File: config.mk
export PLATFORM = sky130hd
export DESIGN_NAME = emb_bus_ctrl
export DESIGN_NICKNAME = d
export VERILOG_FILES = /design/src/hdl/emb_pkg.sv /design/src/hdl/emb_bus_ctrl.sv
export SDC_FILE = /design/constraint.sdc
export NUM_CORES = 1
export LEC_CHECK = 0
export ABC_CLOCK_PERIOD_IN_PS = 2410
export BUFFER_PORTS_ARGS = -buffer_cell sky130_fd_sc_hd__buf_4
export CAP_MARGIN = 25
export CELL_PAD_IN_SITES_DETAIL_PLACEMENT = 0
export CELL_PAD_IN_SITES_GLOBAL_PLACEMENT = 1
export CORE_ASPECT_RATIO = 1.5
export CORE_UTILIZATION = 39
export CTS_CLUSTER_SIZE = 40
export DETAILED_ROUTE_END_ITERATION = 16
export PLACE_DENSITY = 0.79
export SYNTH_ARGS = -nofsm -noshare
export SYNTH_HDL_FRONTEND = slang
export SYNTH_SLANG_ARGS = --single-unit
File: constraint.sdc
create_clock -name pclk -period 2.41 [get_ports pclk]
set_input_delay 0.241 -clock pclk [delete_from_list [all_inputs] [get_ports pclk]]
set_output_delay 0.241 -clock pclk [all_outputs]
set_load 0.01 [all_outputs]
File: src/hdl/emb_pkg.sv
package emb_pkg;
  localparam logic [11:0] EMB_OFF_CTRL = 12'h000;
  localparam logic [11:0] EMB_OFF_WDT = 12'h004;
  localparam logic [11:0] EMB_OFF_STAT = 12'h008;
  localparam logic [7:0] EMB_CTRL_RESET = 8'h00;
  localparam logic [7:0] EMB_CTRL_MASK = 8'hB3;
  localparam logic [7:0] EMB_PERIOD_RESET = 8'hFF;
  localparam int EMB_REL_BIT = 7;
  localparam int EMB_WAIT_LSB = 4;
  localparam int EMB_WM_LSB = 0;
  localparam int EMB_ALT_BIT = 0;
  localparam logic [3:0] EMB_TCY_CLKS = 4'h4;
  localparam logic [3:0] EMB_DATA_CLKS = 4'h3;
  localparam logic [1:0] EMB_WAIT_NONE = 2'h3;

  typedef enum logic [1:0] {
    EMB_AW20 = 2'b00,
    EMB_AW16 = 2'b01,
    EMB_AW12 = 2'b10,
    EMB_INT_ONLY = 2'b11
  } emb_aw_t;

  typedef enum logic [4:0] {
    EMB_IDLE = 5'b00001,
    EMB_ADDR = 5'b00010,
    EMB_LATCH = 5'b00100,
    EMB_DATA = 5'b01000,
    EMB_END = 5'b10000
  } emb_st_t;

  typedef struct packed {
    logic ub_n;
    logic lb_n;
    logic ce_n;
    logic ba0;
    logic wrh_n;
    logic wrl_n;
    logic oe_n;
    logic ale;
  } emb_ctrl_t;

  // Idle: enables and write strobes high, latch strobe and byte lsb low
  localparam emb_ctrl_t EMB_CTRL_IDLE = 8'hEE;

  typedef struct packed {
    logic write;
    logic [20:0] addr;
    logic [7:0] wdata;
  } emb_req_t;

  typedef struct packed {
    emb_st_t st;
    logic [7:0] ctrl;
    logic [7:0] period;
    logic alt;
    logic [31:0] prdata;
    logic release_eff;
    logic [3:0] cnt;
    emb_req_t req;
    logic [7:0] hold_lo;
    logic done;
    logic [15:0] rdata;
    logic [1:0] aw_s1;
    logic [1:0] aw_s2;
    logic dw_s1;
    logic dw_s2;
    logic wen_s1;
    logic wen_s2;
    logic [15:0] din_s1;
    logic [15:0] din_s2;
    logic [19:0] ad_out;
    logic [19:0] ad_oe;
    emb_ctrl_t ctl_out;
    logic [7:0] ctl_oe;
  } emb_state_t;
endpackage

File: src/hdl/emb_bus_ctrl.sv
// Contract
// - Data width 8 or 16 bits; address width up to 20 bits.
// - 28 shared pins: 20 address/data lines plus eight control strobes.
// - Lines 0-15 carry address then data; lines 16-19 address only. With 8-bit data, lines 8-15 carry address only.
// - Eight strobes: latch, output enable, two writes, byte lsb, chip, byte selects.
// - Internal-only mode disables the control register and ignores writes.
// - Release bit clear: pins are the bus permanently, port functions off.
// - Release bit set: pins are ports; bus takes them during accesses.
// - Control register resets to zero, bus permanently enabled.
// - Wait field 11/10/01/00 adds 0/1/2/3 instruction cycles.
// - Word write mode outputs latch word, high write strobe on high byte.
// - Byte select mode copies byte to both halves, high write plus byte select.
// - Byte write mode copies byte to both halves, high or low write.
// - Write mode has no effect with 8-bit data width.
// - Control and timer period register share one address, chosen by map bit.
// - Data width bit set gives 16 bits, clear gives 8 bits.
// - Two-bit strap selects 20/16/12-bit address or internal-only.
// - Narrower address width returns unused high lines to port use.
// - Address and data always time-multiplexed; latch strobe marks address.
// - Unimplemented control bits ignore writes and read zero.
// - Wait cycles only when wait strap set, after the access cycle.
// - Idle bus: lines tri-stated, enables high, latch and byte lsb low.
//
// Implementation choices: the APB slave port and the register addresses.
module emb_bus_ctrl
  import emb_pkg::*;
(
  input wire logic pclk,
  input wire logic presetn,
  input wire logic psel,
  input wire logic penable,
  input wire logic pwrite,
  input wire logic [11:0] paddr,
  input wire logic [31:0] pwdata,
  output logic [31:0] prdata,
  output logic pready,
  output logic pslverr,
  input wire logic data_width_cfg,
  input wire logic [1:0] address_width_cfg,
  input wire logic wait_cfg_en,
  input wire logic acc_valid,
  output logic acc_ready,
  input wire emb_req_t acc_req,
  output logic acc_done,
  output logic [15:0] acc_rdata,
  input wire logic [19:0] port_out,
  input wire logic [19:0] port_oe,
  input wire logic [7:0] port_ctl_out,
  input wire logic [7:0] port_ctl_oe,
  input wire logic [15:0] ad_in,
  output logic [19:0] ad_out,
  output logic [19:0] ad_oe,
  output emb_ctrl_t ctl_out,
  output logic [7:0] ctl_oe
);

  emb_state_t s;
  emb_state_t next_s;

  // Lines that the strapped address width hands to the bus
  function automatic logic [19:0] width_mask(input emb_aw_t aw);
    unique case (aw)
      EMB_AW20: width_mask = 20'hFFFFF;
      EMB_AW16: width_mask = 20'h0FFFF;
      EMB_AW12: width_mask = 20'h00FFF;
      EMB_INT_ONLY: width_mask = 20'h00000;
    endcase
  endfunction

  // Extra strobe cycles from the wait field
  function automatic logic [3:0] wait_clks(input logic en, input logic [1:0] sel);
    logic [1:0] tcy;
    tcy = EMB_WAIT_NONE - sel;
    wait_clks = en ? 4'(tcy * EMB_TCY_CLKS) : 4'h0;
  endfunction

  emb_aw_t aw;
  logic int_only;
  logic wide;
  logic [1:0] wm;
  logic [19:0] mask;
  logic busy;
  logic own;
  logic mapped;
  logic [19:0] addr_v;
  logic [15:0] wdata_v;
  logic [19:0] bus_out;
  logic [19:0] bus_oe;
  emb_ctrl_t bus_ctl;

  always_comb begin
    next_s = s;
    next_s.done = 1'b0;
    next_s.aw_s1 = address_width_cfg;
    next_s.aw_s2 = s.aw_s1;
    next_s.dw_s1 = data_width_cfg;
    next_s.dw_s2 = s.dw_s1;
    next_s.wen_s1 = wait_cfg_en;
    next_s.wen_s2 = s.wen_s1;
    next_s.din_s1 = ad_in;
    next_s.din_s2 = s.din_s1;

    aw = emb_aw_t'(s.aw_s2);
    int_only = (aw == EMB_INT_ONLY);
    wide = s.dw_s2;
    wm = wide ? s.ctrl[EMB_WM_LSB +: 2] : 2'b00;
    mask = width_mask(aw);
    busy = (s.st != EMB_IDLE);

    mapped = (paddr == EMB_OFF_CTRL) || (paddr == EMB_OFF_WDT)
      || (paddr == EMB_OFF_STAT);

    // Read data registered in the setup cycle, stable in access
    if (psel && !penable && !pwrite) begin
      unique case (paddr)
        EMB_OFF_CTRL: next_s.prdata = {24'h000000, s.alt ? s.ctrl : s.period};
        EMB_OFF_WDT: next_s.prdata = {31'h00000000, s.alt};
        EMB_OFF_STAT: next_s.prdata = {26'h0000000, s.release_eff, busy,
          s.wen_s2, s.dw_s2, s.aw_s2};
        default: next_s.prdata = 32'h00000000;
      endcase
    end

    if (psel && penable && pwrite) begin
      if (paddr == EMB_OFF_CTRL) begin
        if (!s.alt) begin
          next_s.period = pwdata[7:0];
        end else if (!int_only) begin
          next_s.ctrl = pwdata[7:0] & EMB_CTRL_MASK;
        end
      end else if (paddr == EMB_OFF_WDT) begin
        next_s.alt = pwdata[EMB_ALT_BIT];
      end
    end

    unique case (s.st)
      EMB_IDLE: begin
        // Release change waits for the bus to be quiet
        next_s.release_eff = s.ctrl[EMB_REL_BIT];
        if (acc_valid) begin
          next_s.req = acc_req;
          if (int_only) begin
            next_s.rdata = 16'h0000;
            next_s.done = 1'b1;
          end else if (acc_req.write && wm[1] && !acc_req.addr[0]) begin
            // Low byte only fills the latch; the high byte fires the word
            next_s.hold_lo = acc_req.wdata;
            next_s.done = 1'b1;
          end else begin
            next_s.st = EMB_ADDR;
          end
        end
      end
      EMB_ADDR: next_s.st = EMB_LATCH;
      EMB_LATCH: begin
        next_s.st = EMB_DATA;
        next_s.cnt = 4'(EMB_DATA_CLKS - 4'h1
          + wait_clks(s.wen_s2, s.ctrl[EMB_WAIT_LSB +: 2]));
      end
      EMB_DATA: begin
        if (s.cnt == 4'h0) begin
          next_s.st = EMB_END;
        end else begin
          next_s.cnt = s.cnt - 4'h1;
        end
      end
      EMB_END: begin
        // Data phase outlasts the input synchroniser delay
        next_s.rdata = wide ? s.din_s2 : {8'h00, s.din_s2[7:0]};
        next_s.done = 1'b1;
        next_s.st = EMB_IDLE;
      end
      default: next_s.st = EMB_IDLE;
    endcase

    addr_v = wide ? s.req.addr[20:1] : s.req.addr[19:0];
    if (!wide) begin
      wdata_v = {addr_v[15:8], s.req.wdata};
    end else if (wm[1]) begin
      wdata_v = {s.req.wdata, s.hold_lo};
    end else begin
      wdata_v = {s.req.wdata, s.req.wdata};
    end

    bus_out = 20'h00000;
    bus_oe = 20'h00000;
    bus_ctl = EMB_CTRL_IDLE;
    if (busy) begin
      bus_ctl.ce_n = 1'b0;
      bus_out = addr_v;
      bus_oe = mask;
      bus_ctl.ale = (s.st == EMB_ADDR);
      bus_ctl.ba0 = (!wide || wm == 2'b01) && s.req.addr[0];
      if (s.st == EMB_DATA || s.st == EMB_END) begin
        if (s.req.write) begin
          bus_out[15:0] = wdata_v;
        end else begin
          bus_oe[15:0] = wide ? 16'h0000 : {mask[15:8], 8'h00};
        end
      end
      if (s.st == EMB_DATA) begin
        if (!s.req.write) begin
          bus_ctl.oe_n = 1'b0;
        end else if (!wide) begin
          bus_ctl.wrl_n = 1'b0;
        end else if (wm[1]) begin
          bus_ctl.wrh_n = 1'b0;
        end else if (wm == 2'b01) begin
          bus_ctl.wrh_n = 1'b0;
          bus_ctl.ub_n = !s.req.addr[0];
          bus_ctl.lb_n = s.req.addr[0];
        end else begin
          bus_ctl.wrh_n = !s.req.addr[0];
          bus_ctl.wrl_n = s.req.addr[0];
        end
      end
    end

    // Outside internal-only mode the bus owns pins always when not released, else only while busy
    own = !int_only && (!s.release_eff || busy);
    for (int i = 0; i < 20; i++) begin
      next_s.ad_out[i] = (own && mask[i]) ? bus_out[i] : port_out[i];
      next_s.ad_oe[i] = (own && mask[i]) ? bus_oe[i] : port_oe[i];
    end
    next_s.ctl_out = own ? bus_ctl : emb_ctrl_t'(port_ctl_out);
    next_s.ctl_oe = own ? 8'hFF : port_ctl_oe;
  end

  always_ff @(posedge pclk or negedge presetn) begin
    if (!presetn) begin
      s <= '0;
      s.st <= EMB_IDLE;
      s.ctrl <= EMB_CTRL_RESET;
      s.period <= EMB_PERIOD_RESET;
      s.dw_s1 <= 1'b1;
      s.dw_s2 <= 1'b1;
      s.aw_s1 <= EMB_INT_ONLY;
      s.aw_s2 <= EMB_INT_ONLY;
      s.ctl_out <= EMB_CTRL_IDLE;
    end else begin
      s <= next_s;
    end
  end

  assign prdata = s.prdata;
  assign pready = 1'b1;
  assign pslverr = psel && penable && !mapped;
  assign acc_ready = (s.st == EMB_IDLE);
  assign acc_done = s.done;
  assign acc_rdata = s.rdata;
  assign ad_out = s.ad_out;
  assign ad_oe = s.ad_oe;
  assign ctl_out = s.ctl_out;
  assign ctl_oe = s.ctl_oe;

endmodule // emb_bus_ctrl

; Word level (Yosys, flattened, before mapping)
; Cells that the tools add are included.
[word_totals]
register_bits = 207
latchBits = 0
n_memories = 0
mem_bits_ro = 0
word_cells = 196
ramBits = 0
inputBits = 156
[op_classes]
bitwise = 3
n_div = 0
eq_ne = 18
n_reduce_logical = 55
n_lt_le_gt_ge = 0
muxes = 85
n_addsub = 3
shift = 0
n_mul = 0
[op_table]
columns = cell, count
row1 = 2-to-1 mux 16 bit, 8
row2 = case mux 20 bit (4 select lines), 1
row3 = 2-to-1 mux 20 bit, 3
row4 = 2-to-1 mux 1 bit, 49
row5 = 2-to-1 mux 8 bit, 5
row6 = case mux 17 bit (2 select lines), 1
row7 = logical AND 1 bit, 29
row8 = case mux 8 bit (3 select lines), 1
row9 = 2-to-1 mux 5 bit, 4
row10 = case mux 5 bit (4 select lines), 1
row11 = 2-to-1 mux 17 bit, 1
row12 = 2-to-1 mux 2 bit, 7
row13 = == test 12 x 3 -> 1 bit (second input constant), 1
row14 = == test 12 x 4 -> 1 bit (second input constant), 1
row15 = logical NOT 12 bit, 1
row16 = AND reduction 4 bit, 3
row17 = inequality test 2 bit (second input constant), 5
row18 = AND reduction 3 bit, 3
row19 = logical NOT 1 bit, 8
row20 = 2-to-1 mux 4 bit, 2
row21 = case mux 4 bit (2 select lines), 1
row22 = == test 5 x 1 -> 1 bit (second input constant), 1
row23 = == test 5 x 2 -> 1 bit (second input constant), 1
row24 = == test 5 x 3 -> 1 bit (second input constant), 1
row25 = other kinds (16), 26

; Depth between registers and ports, before layout
; Gate-level depths: netlist (run 1).
[depth]
ltp_word = 9
mapped_depth = 8
ltp_nobuf = 6

; Worst setup path after synthesis (run 1)
; No wires, ideal clock.
[synth_path]
path_kind = flip-flop to flip-flop
startpoint = register s[205] (netlist name)
endpoint = register s[113] (netlist name)
required_time_ns = 2.285
setup_ns = 0.125
path_stages_with_launch = 8
t_arrival_ns = 1.900
setup_slack_ns = 0.385
synth_period_minus_slack_ns = 2.025
path_cell_list = dfstp_2 -> buf_2 -> nor2b_1 -> clkbuf_2 -> nand3_1 -> or3_1 -> buf_2 -> mux2_2
[synth_via]
elab_chain_len = 2
[synth_lines]
columns = item, line_no
row1 = "start, declared", emb_bus_ctrl.sv:57  ; emb_state_t s;
row2 = "start signal, assigned", emb_bus_ctrl.sv:241  ; s <= next_s;
row3 = == test 5 x 1 -> 1 bit, emb_bus_ctrl.sv:136  ; unique case (s.st)
row4 = AND reduction 4 bit (no source line), -
; Every way passes these cells.
; A chain may end at the register's enable or synchronous reset.

; Worst setup path in the final report (run 1)
[layout_path]
startpoint = register s[205] (netlist name)
endpoint = output port acc_ready
[layout_via]
elab_chain_len = 1
[layout_lines]
columns = item, line_no
row1 = == test 5 x 1 -> 1 bit, emb_bus_ctrl.sv:248  ; assign acc_ready = (s.st == EMB_IDLE);
row2 = "end, declared", emb_bus_ctrl.sv:42  ; output logic acc_ready,
; Every way passes these cells.

==> summary.txt, run 1 <==
WL/cell -> 16.5 um
DR vias -> 5,435
final hold vios -> 0
antenna violations before repair -> 0
worst-path fanout max -> 7
crit-path cells -> nor2b_1, buf_4, nand2_1, inv_1, buf_4
Post-Syn Area per Cell -> 11.7 um^2
Die X -> 118 um
Post-Synthesis Cells -> 677
minimum clock period -> 2.15 ns
Overflow after GRT -> 0
worst-skew pair later-pin latency -> 0.43 ns
clk_skew -> 0.0102 ns
Worst setup EP type -> output port
slowest cell delay on critical path -> 0.62 ns
Finish-stage setup viols -> 0
unrepaired setup endpoints after global routing -> false
CTS root buf -> clkbuf_16
leading area contributor after synthesis -> dfrtp_1
Worst VDD drop -> 0.498 mV
outcome -> finished clean
Synth top area share -> 51.2%
dpl cells -> 1,063
Slew HR -> 56.3%
WL final -> 18,900 um
Core Region -> 19,900 um^2
Max Cap Viol -> 0
Area after DPL -> 9250 um^2
Critical Path Start -> s[205]
first-pass GRT wire length -> 29,700 um
post-synth cell types -> 58
Power Total -> 9.56 mW
reg-to-reg critical path startpoint -> s[206]
drt drc -> 0
post-CTS setup repair buffer count -> 0
largest net degree at the start of global routing -> 69
Crit-path slowest cell -> dfstp_2
CTS hold repair buffers -> 49
final std cells w/o fill -> 1,145
CTS tree -> yes
fin. max-slew vios -> 0
FFs w/ async S/R, synth -> 100%
H-tree levels -> 4
site row count -> 63
Area Overhead vs Synth -> 30.6%
DR pass1 iterations -> 4
Yosys Warn Count -> 0
largest cells by area after synthesis -> dfrtp_1 (51%), buf_4 (9.9%), dfstp_2 (7.0%)
gr usage total -> 18.8%
Post-Syn Area -> 7920 um^2
port buffer count -> 214
register bit total from synthesis -> 183
Vias/cell -> 4.75
clock-pin slew on the worst setup and hold paths -> 0.07 ns
post-DP HPWL -> 13,600 um
worst hold path class -> input pin to register
Synth Flop Type -> dfrtp_1
share of cells above drive strength 1 -> 39.2%
EDFF count, synth -> 0
Worst Hold Launch -> port_oe[17]
share of the cycle needed by the critical path after routing -> 89.3%
fmax -> 0.465 GHz
Antenna diodes -> 0
worst slew pin tran -> 0.656 ns
number of global-route vias before repair -> 5,600
Die ar. -> 20,900 um^2
post-route cell area -> 10,400 um^2
Hold WS -> 0.0184 ns
post-CTS resize count -> 0
kind of critical path -> register to output port
# clock sinks -> 183
Startpoint Class -> register
pre-CTS setup slack -> 0.295 ns
Core Util, Final -> 52.1%
Longest Clk Path Bufs -> 2
P per Cell Area -> 924 nW/um^2
routability cong. -> 0.767
CP dominant cell by count -> buf_4
TritonCTS Buffers -> 17
Die H -> 177 um
Worst EP required -> 2.17 ns
Synth top cells by count -> dfrtp_1 (162), buf_4 (105), nand2_1 (92)
most common cell in the synthesized netlist -> dfrtp_1
Reg2Reg Setup Slack -> 0.36 ns
# IOs -> 264
sequential share of the synthesized area -> 58.1%
P_leak -> 4.95 nW
DR iter-0 viols -> 278
Setup TNS -> 0 ns
post-route ant nets -> 0
post-route setup slack -> 0.258 ns
starting density of the core -> 39.9%
CP arrival -> 1.91 ns
# nets final -> 1,029
[final timing paths]
check                                     end  cells past startpoint
worst max-delay path                acc_ready                      5
worst min-delay path                ad_oe[17]                      3
worst max register to register  acc_rdata[12]                      5
worst min register to register          s[71]                      0
max in group asynchronous              s[190]                      3
min in group asynchronous          next_s[88]                      2
[where the power goes]
group | switching (mW) | total, mW | internal [mW]
Clock | 1.28 | 2.85 | 1.58
Sequential | 0.417 | 4.17 | 3.76
Combinational | 1.21 | 2.53 | 1.33
[worst max-delay path, delay by kind of cell, from the launching register on]
family	cells	cell delay (ns)
buffers and inverters	3	0.46
flip-flops	1	0.62
AND/OR/NAND/NOR	2	0.41
[logic make-up (layout without fill, tap and decap cells)]
| family | Yosys count | in the layout | share of synthesized area (%) |
|---|---|---|---|
| multiplexers | 68 | 68 | 9.41 |
| XOR/XNOR | 1 | 1 | 0.111 |
| AO/OA/AOI/OAI | 101 | 101 | 8.94 |
| adder cells (fa/ha/maj) | 1 | 1 | 0.158 |
| other | 2 | 25 | 0.0948 |
| buffers and inverters | 145 | 330 | 12.2 |
| AND/OR/NAND/NOR | 176 | 176 | 11.0 |
| flip-flops | 183 | 183 | 58.1 |
[routing by layer]
metal / global-route usage (%) / routed length (um)
met1: 22.0 / 7640
met2: 33.3 / 9960
met3: 4.75 / 998
met4: 6.70 / 291
met5: 0 / 0
[registers in the layout, summed over array words and instances (netlist names)]
signal and count:
ad_oe 20, ctl_out 8, next_s 20, ad_out 20, acc_rdata 16, acc_done 1, ctl_oe 8, aw 2
wide 1, s 79, prdata 8
[cell type report]
type | count | area [um^2]
Clock inverter | 15 | 179
Inverter | 13 | 48.8
Sequential cell | 183 | 4610
Timing Repair Buffer | 285 | 2310
Multi-Input combinational cell | 372 | 2460
Fill cell | 1743 | 9510
Clock buffer | 17 | 425
Tap cell | 260 | 325
[cell usage in the layout (no fill, tap or decap), drive strengths merged, types with 8 or more instances in the layout]
cell	n
dfstp	21
dfrtp	162
mux2i	16
clkbuf	18
buf	234
a32o	8
nand3	24
a31oi	12
inv	21
mux2	52
dlygate4sd3	50
nor2	15
a21oi	8
a22o	19
o21ai	29
conb	25
nand2	92
nand2b	9
No activity file was read; power rests on OpenSTA's default activity.
==> run 2, diff against run 1 <==
--- a/config.mk
+++ b/config.mk
@@ -10,11 +10,12 @@
 export CAP_MARGIN = 25
 export CELL_PAD_IN_SITES_DETAIL_PLACEMENT = 0
 export CELL_PAD_IN_SITES_GLOBAL_PLACEMENT = 1
-export CORE_ASPECT_RATIO = 1.5
+export CORE_ASPECT_RATIO = 0.5
+export CORE_MARGIN = 3
 export CORE_UTILIZATION = 39
 export CTS_CLUSTER_SIZE = 40
 export DETAILED_ROUTE_END_ITERATION = 16
-export PLACE_DENSITY = 0.79
+export PLACE_DENSITY = 0.91
 export SYNTH_ARGS = -nofsm -noshare
 export SYNTH_HDL_FRONTEND = slang
 export SYNTH_SLANG_ARGS = --single-unit
==> run 2 against run 1 <==
Compared with the run above:
- sequential share of layout area up 0.054 points
- routed wire length increased by 4.9%
- final cell count rose by 0.52%
- combinational power is 2% higher
- sequential power about the same
- worst hold slack got worse by 0.0025 ns
- critical path type unchanged
- first-iteration DRC count rose by 33%
- non-clock buffer count unchanged
- critical path depth unchanged
- global-route usage decreased by 0.90 points
==> summary.txt, run 2 (synthesis gave the netlist of run 1 again) <==
fin. max-slew vios -> 0
Power Internal -> 6.54 mW
P per Cell Area -> 920 nW/um^2
worst-skew pair later-pin latency -> 0.43 ns
wire length on met2 -> 10,100 um
share of cells above drive strength 1 -> 38.9%
Finish-stage setup viols -> 0
site row count -> 36
CTS root buf -> clkbuf_16
P_leak -> 4.92 nW
crit-path cells -> nor2b_1, buf_4, nand2_1, inv_1, buf_4
filler instances -> 1,681
Worst EP required -> 2.17 ns
DR pass1 iterations -> 5
Overflow after GRT -> 0
reg-to-reg critical path startpoint -> s[206]
H-tree levels -> 4
top layer used by detailed routing -> met4
DR iter-0 viols -> 371
post-route ant nets -> 0
port buffer count -> 214
clock power share -> 29.0%
commonest non-fill, non-tap cell in the layout -> buf_4
Worst Hold Launch -> port_oe[8]
post-route cell area -> 10,300 um^2
TritonCTS Buffers -> 17
WL met1 -> 8340 um
Antenna diodes -> 0
Core Region -> 19,700 um^2
Hold WS -> 0.0159 ns
worst slew pin tran -> 0.763 ns
Area Overhead vs Synth -> 30.5%
Max Cap Viol -> 0
WL/cell -> 17.2 um
Critical Path Start -> s[205]
commonest cells after routing, fill and taps aside -> buf_4 (228), dfrtp_1 (162), nand2_1 (92)
worst hold path class -> input pin to register
fmax -> 0.460 GHz
# clock sinks -> 183
Comb power frac -> 27.1%
switch share -> 31.2%
DR vias -> 5,517
Worst VDD drop -> 0.422 mV
Die X -> 208 um
max reg flops -> 79
Core Util, Final -> 52.5%
final hold vios -> 0
unrepaired setup endpoints after global routing -> false
# nets final -> 1,029
Reg2Reg Depth -> 5
Setup TNS -> 0 ns
WL final -> 19,800 um
gr usage total -> 17.9%
CP arrival -> 1.93 ns
minimum clock period -> 2.17 ns
antenna violations before repair -> 0
routability cong. -> 0.899
number of global-route vias before repair -> 5,874
drt drc -> 0
Die H -> 107 um
first-pass GRT wire length -> 31,100 um
Crit-path slowest cell -> dfstp_2
Flop pwr share -> 43.9%
Longest Clk Path Bufs -> 2
Worst setup EP type -> output port
Startpoint Class -> register
slowest cell delay on critical path -> 0.62 ns
met3 wire length -> 830 um
# IOs -> 264
Area after DPL -> 9220 um^2
worst-path fanout max -> 7
CTS tree -> yes
Die ar. -> 22,200 um^2
share of the cycle needed by the critical path after routing -> 90.1%
clk_skew -> 0.00908 ns
kind of critical path -> register to output port
Slew HR -> 49.1%
post-DP HPWL -> 14,400 um
outcome -> finished clean
starting density of the core -> 40.3%
post-CTS setup repair buffer count -> 0
net switching power -> 2.97 mW
largest net degree at the start of global routing -> 73
Power Total -> 9.51 mW
clock-pin slew on the worst setup and hold paths -> 0.07 ns
post-CTS resize count -> 0
Largest Register -> s
cell depth of the worst hold path -> 3
Vias/cell -> 4.79
CP dominant cell by count -> buf_4
## run 2: cell count changes in the layout (fill, tap and decap cells not counted), sizes merged
cell and delta:
buf -2, bufinv -1, clkinv +1, clkinvlp +3, dlygate4sd3 +2, inv -3
## run 2: metrics by stage
step | std cells | worst slack [ns]
5_1_grt | 1151 | 0.156
4_1_cts | 1149 | 0.166
3_3_place_gp | 1066 | 0.299
2_1_floorplan | 700 | 0.385
6_report | 1151 | 0.238
3_5_place_dp | 1066 | 0.190
## run 2: final timing paths
path,to,slack [ns]
worst max-delay path,acc_ready,0.24
max in group asynchronous,ctl_out[3],1.22
min in group asynchronous,ad_oe[0],0.38
worst min register to register,s[62],0.35
worst max register to register,acc_rdata[12],0.31
worst min-delay path,ad_oe[8],0.02
## run 2: final cells by class
cell class              instances  area (um^2)  share of cell area (%)
flip-flops and latches        183         4610                    44.5
clock buffers                  17          425                    4.11
multi-input cells             372         2450                    23.7
repair buffers                285         2310                    22.3
clock inverters                15          164                    1.59
well taps                     266          333                    3.22
inverters                      13         48.8                   0.472
## run 2: worst max-delay path, delay by kind of cell (launching register included)
family                 cells  cell delay, ns
buffers and inverters      3            0.45
DFF                        1            0.62
and+or+nand+nor            2            0.43
## run 2: power groups by stage
stage	sequential (mW)	clock [mW]	combinational, mW
after floorplan	4.07	0	1.86
after global routing	4.26	2.97	2.78
after CTS	4.17	2.81	2.59
final	4.18	2.76	2.57
after detailed placement	4.23	0	2.50
after global placement	4.20	0	2.43
## run 2: routing by layer
| metal | vias to the layer above | global-route usage [%] |
|---|---|---|
| met3 | 41 | 4.59 |
| met2 | 144 | 30.6 |
| li1 | 2591 | - |
| met5 | - | 0 |
| met1 | 2741 | 21.7 |
| met4 | 0 | 7.93 |
## run 2: timing repair
item / CTS / global route
endpoints found under the hold margin: 109 / 1
hold buffers: 51 / 1
setup endpoints to repair: 0 / 0
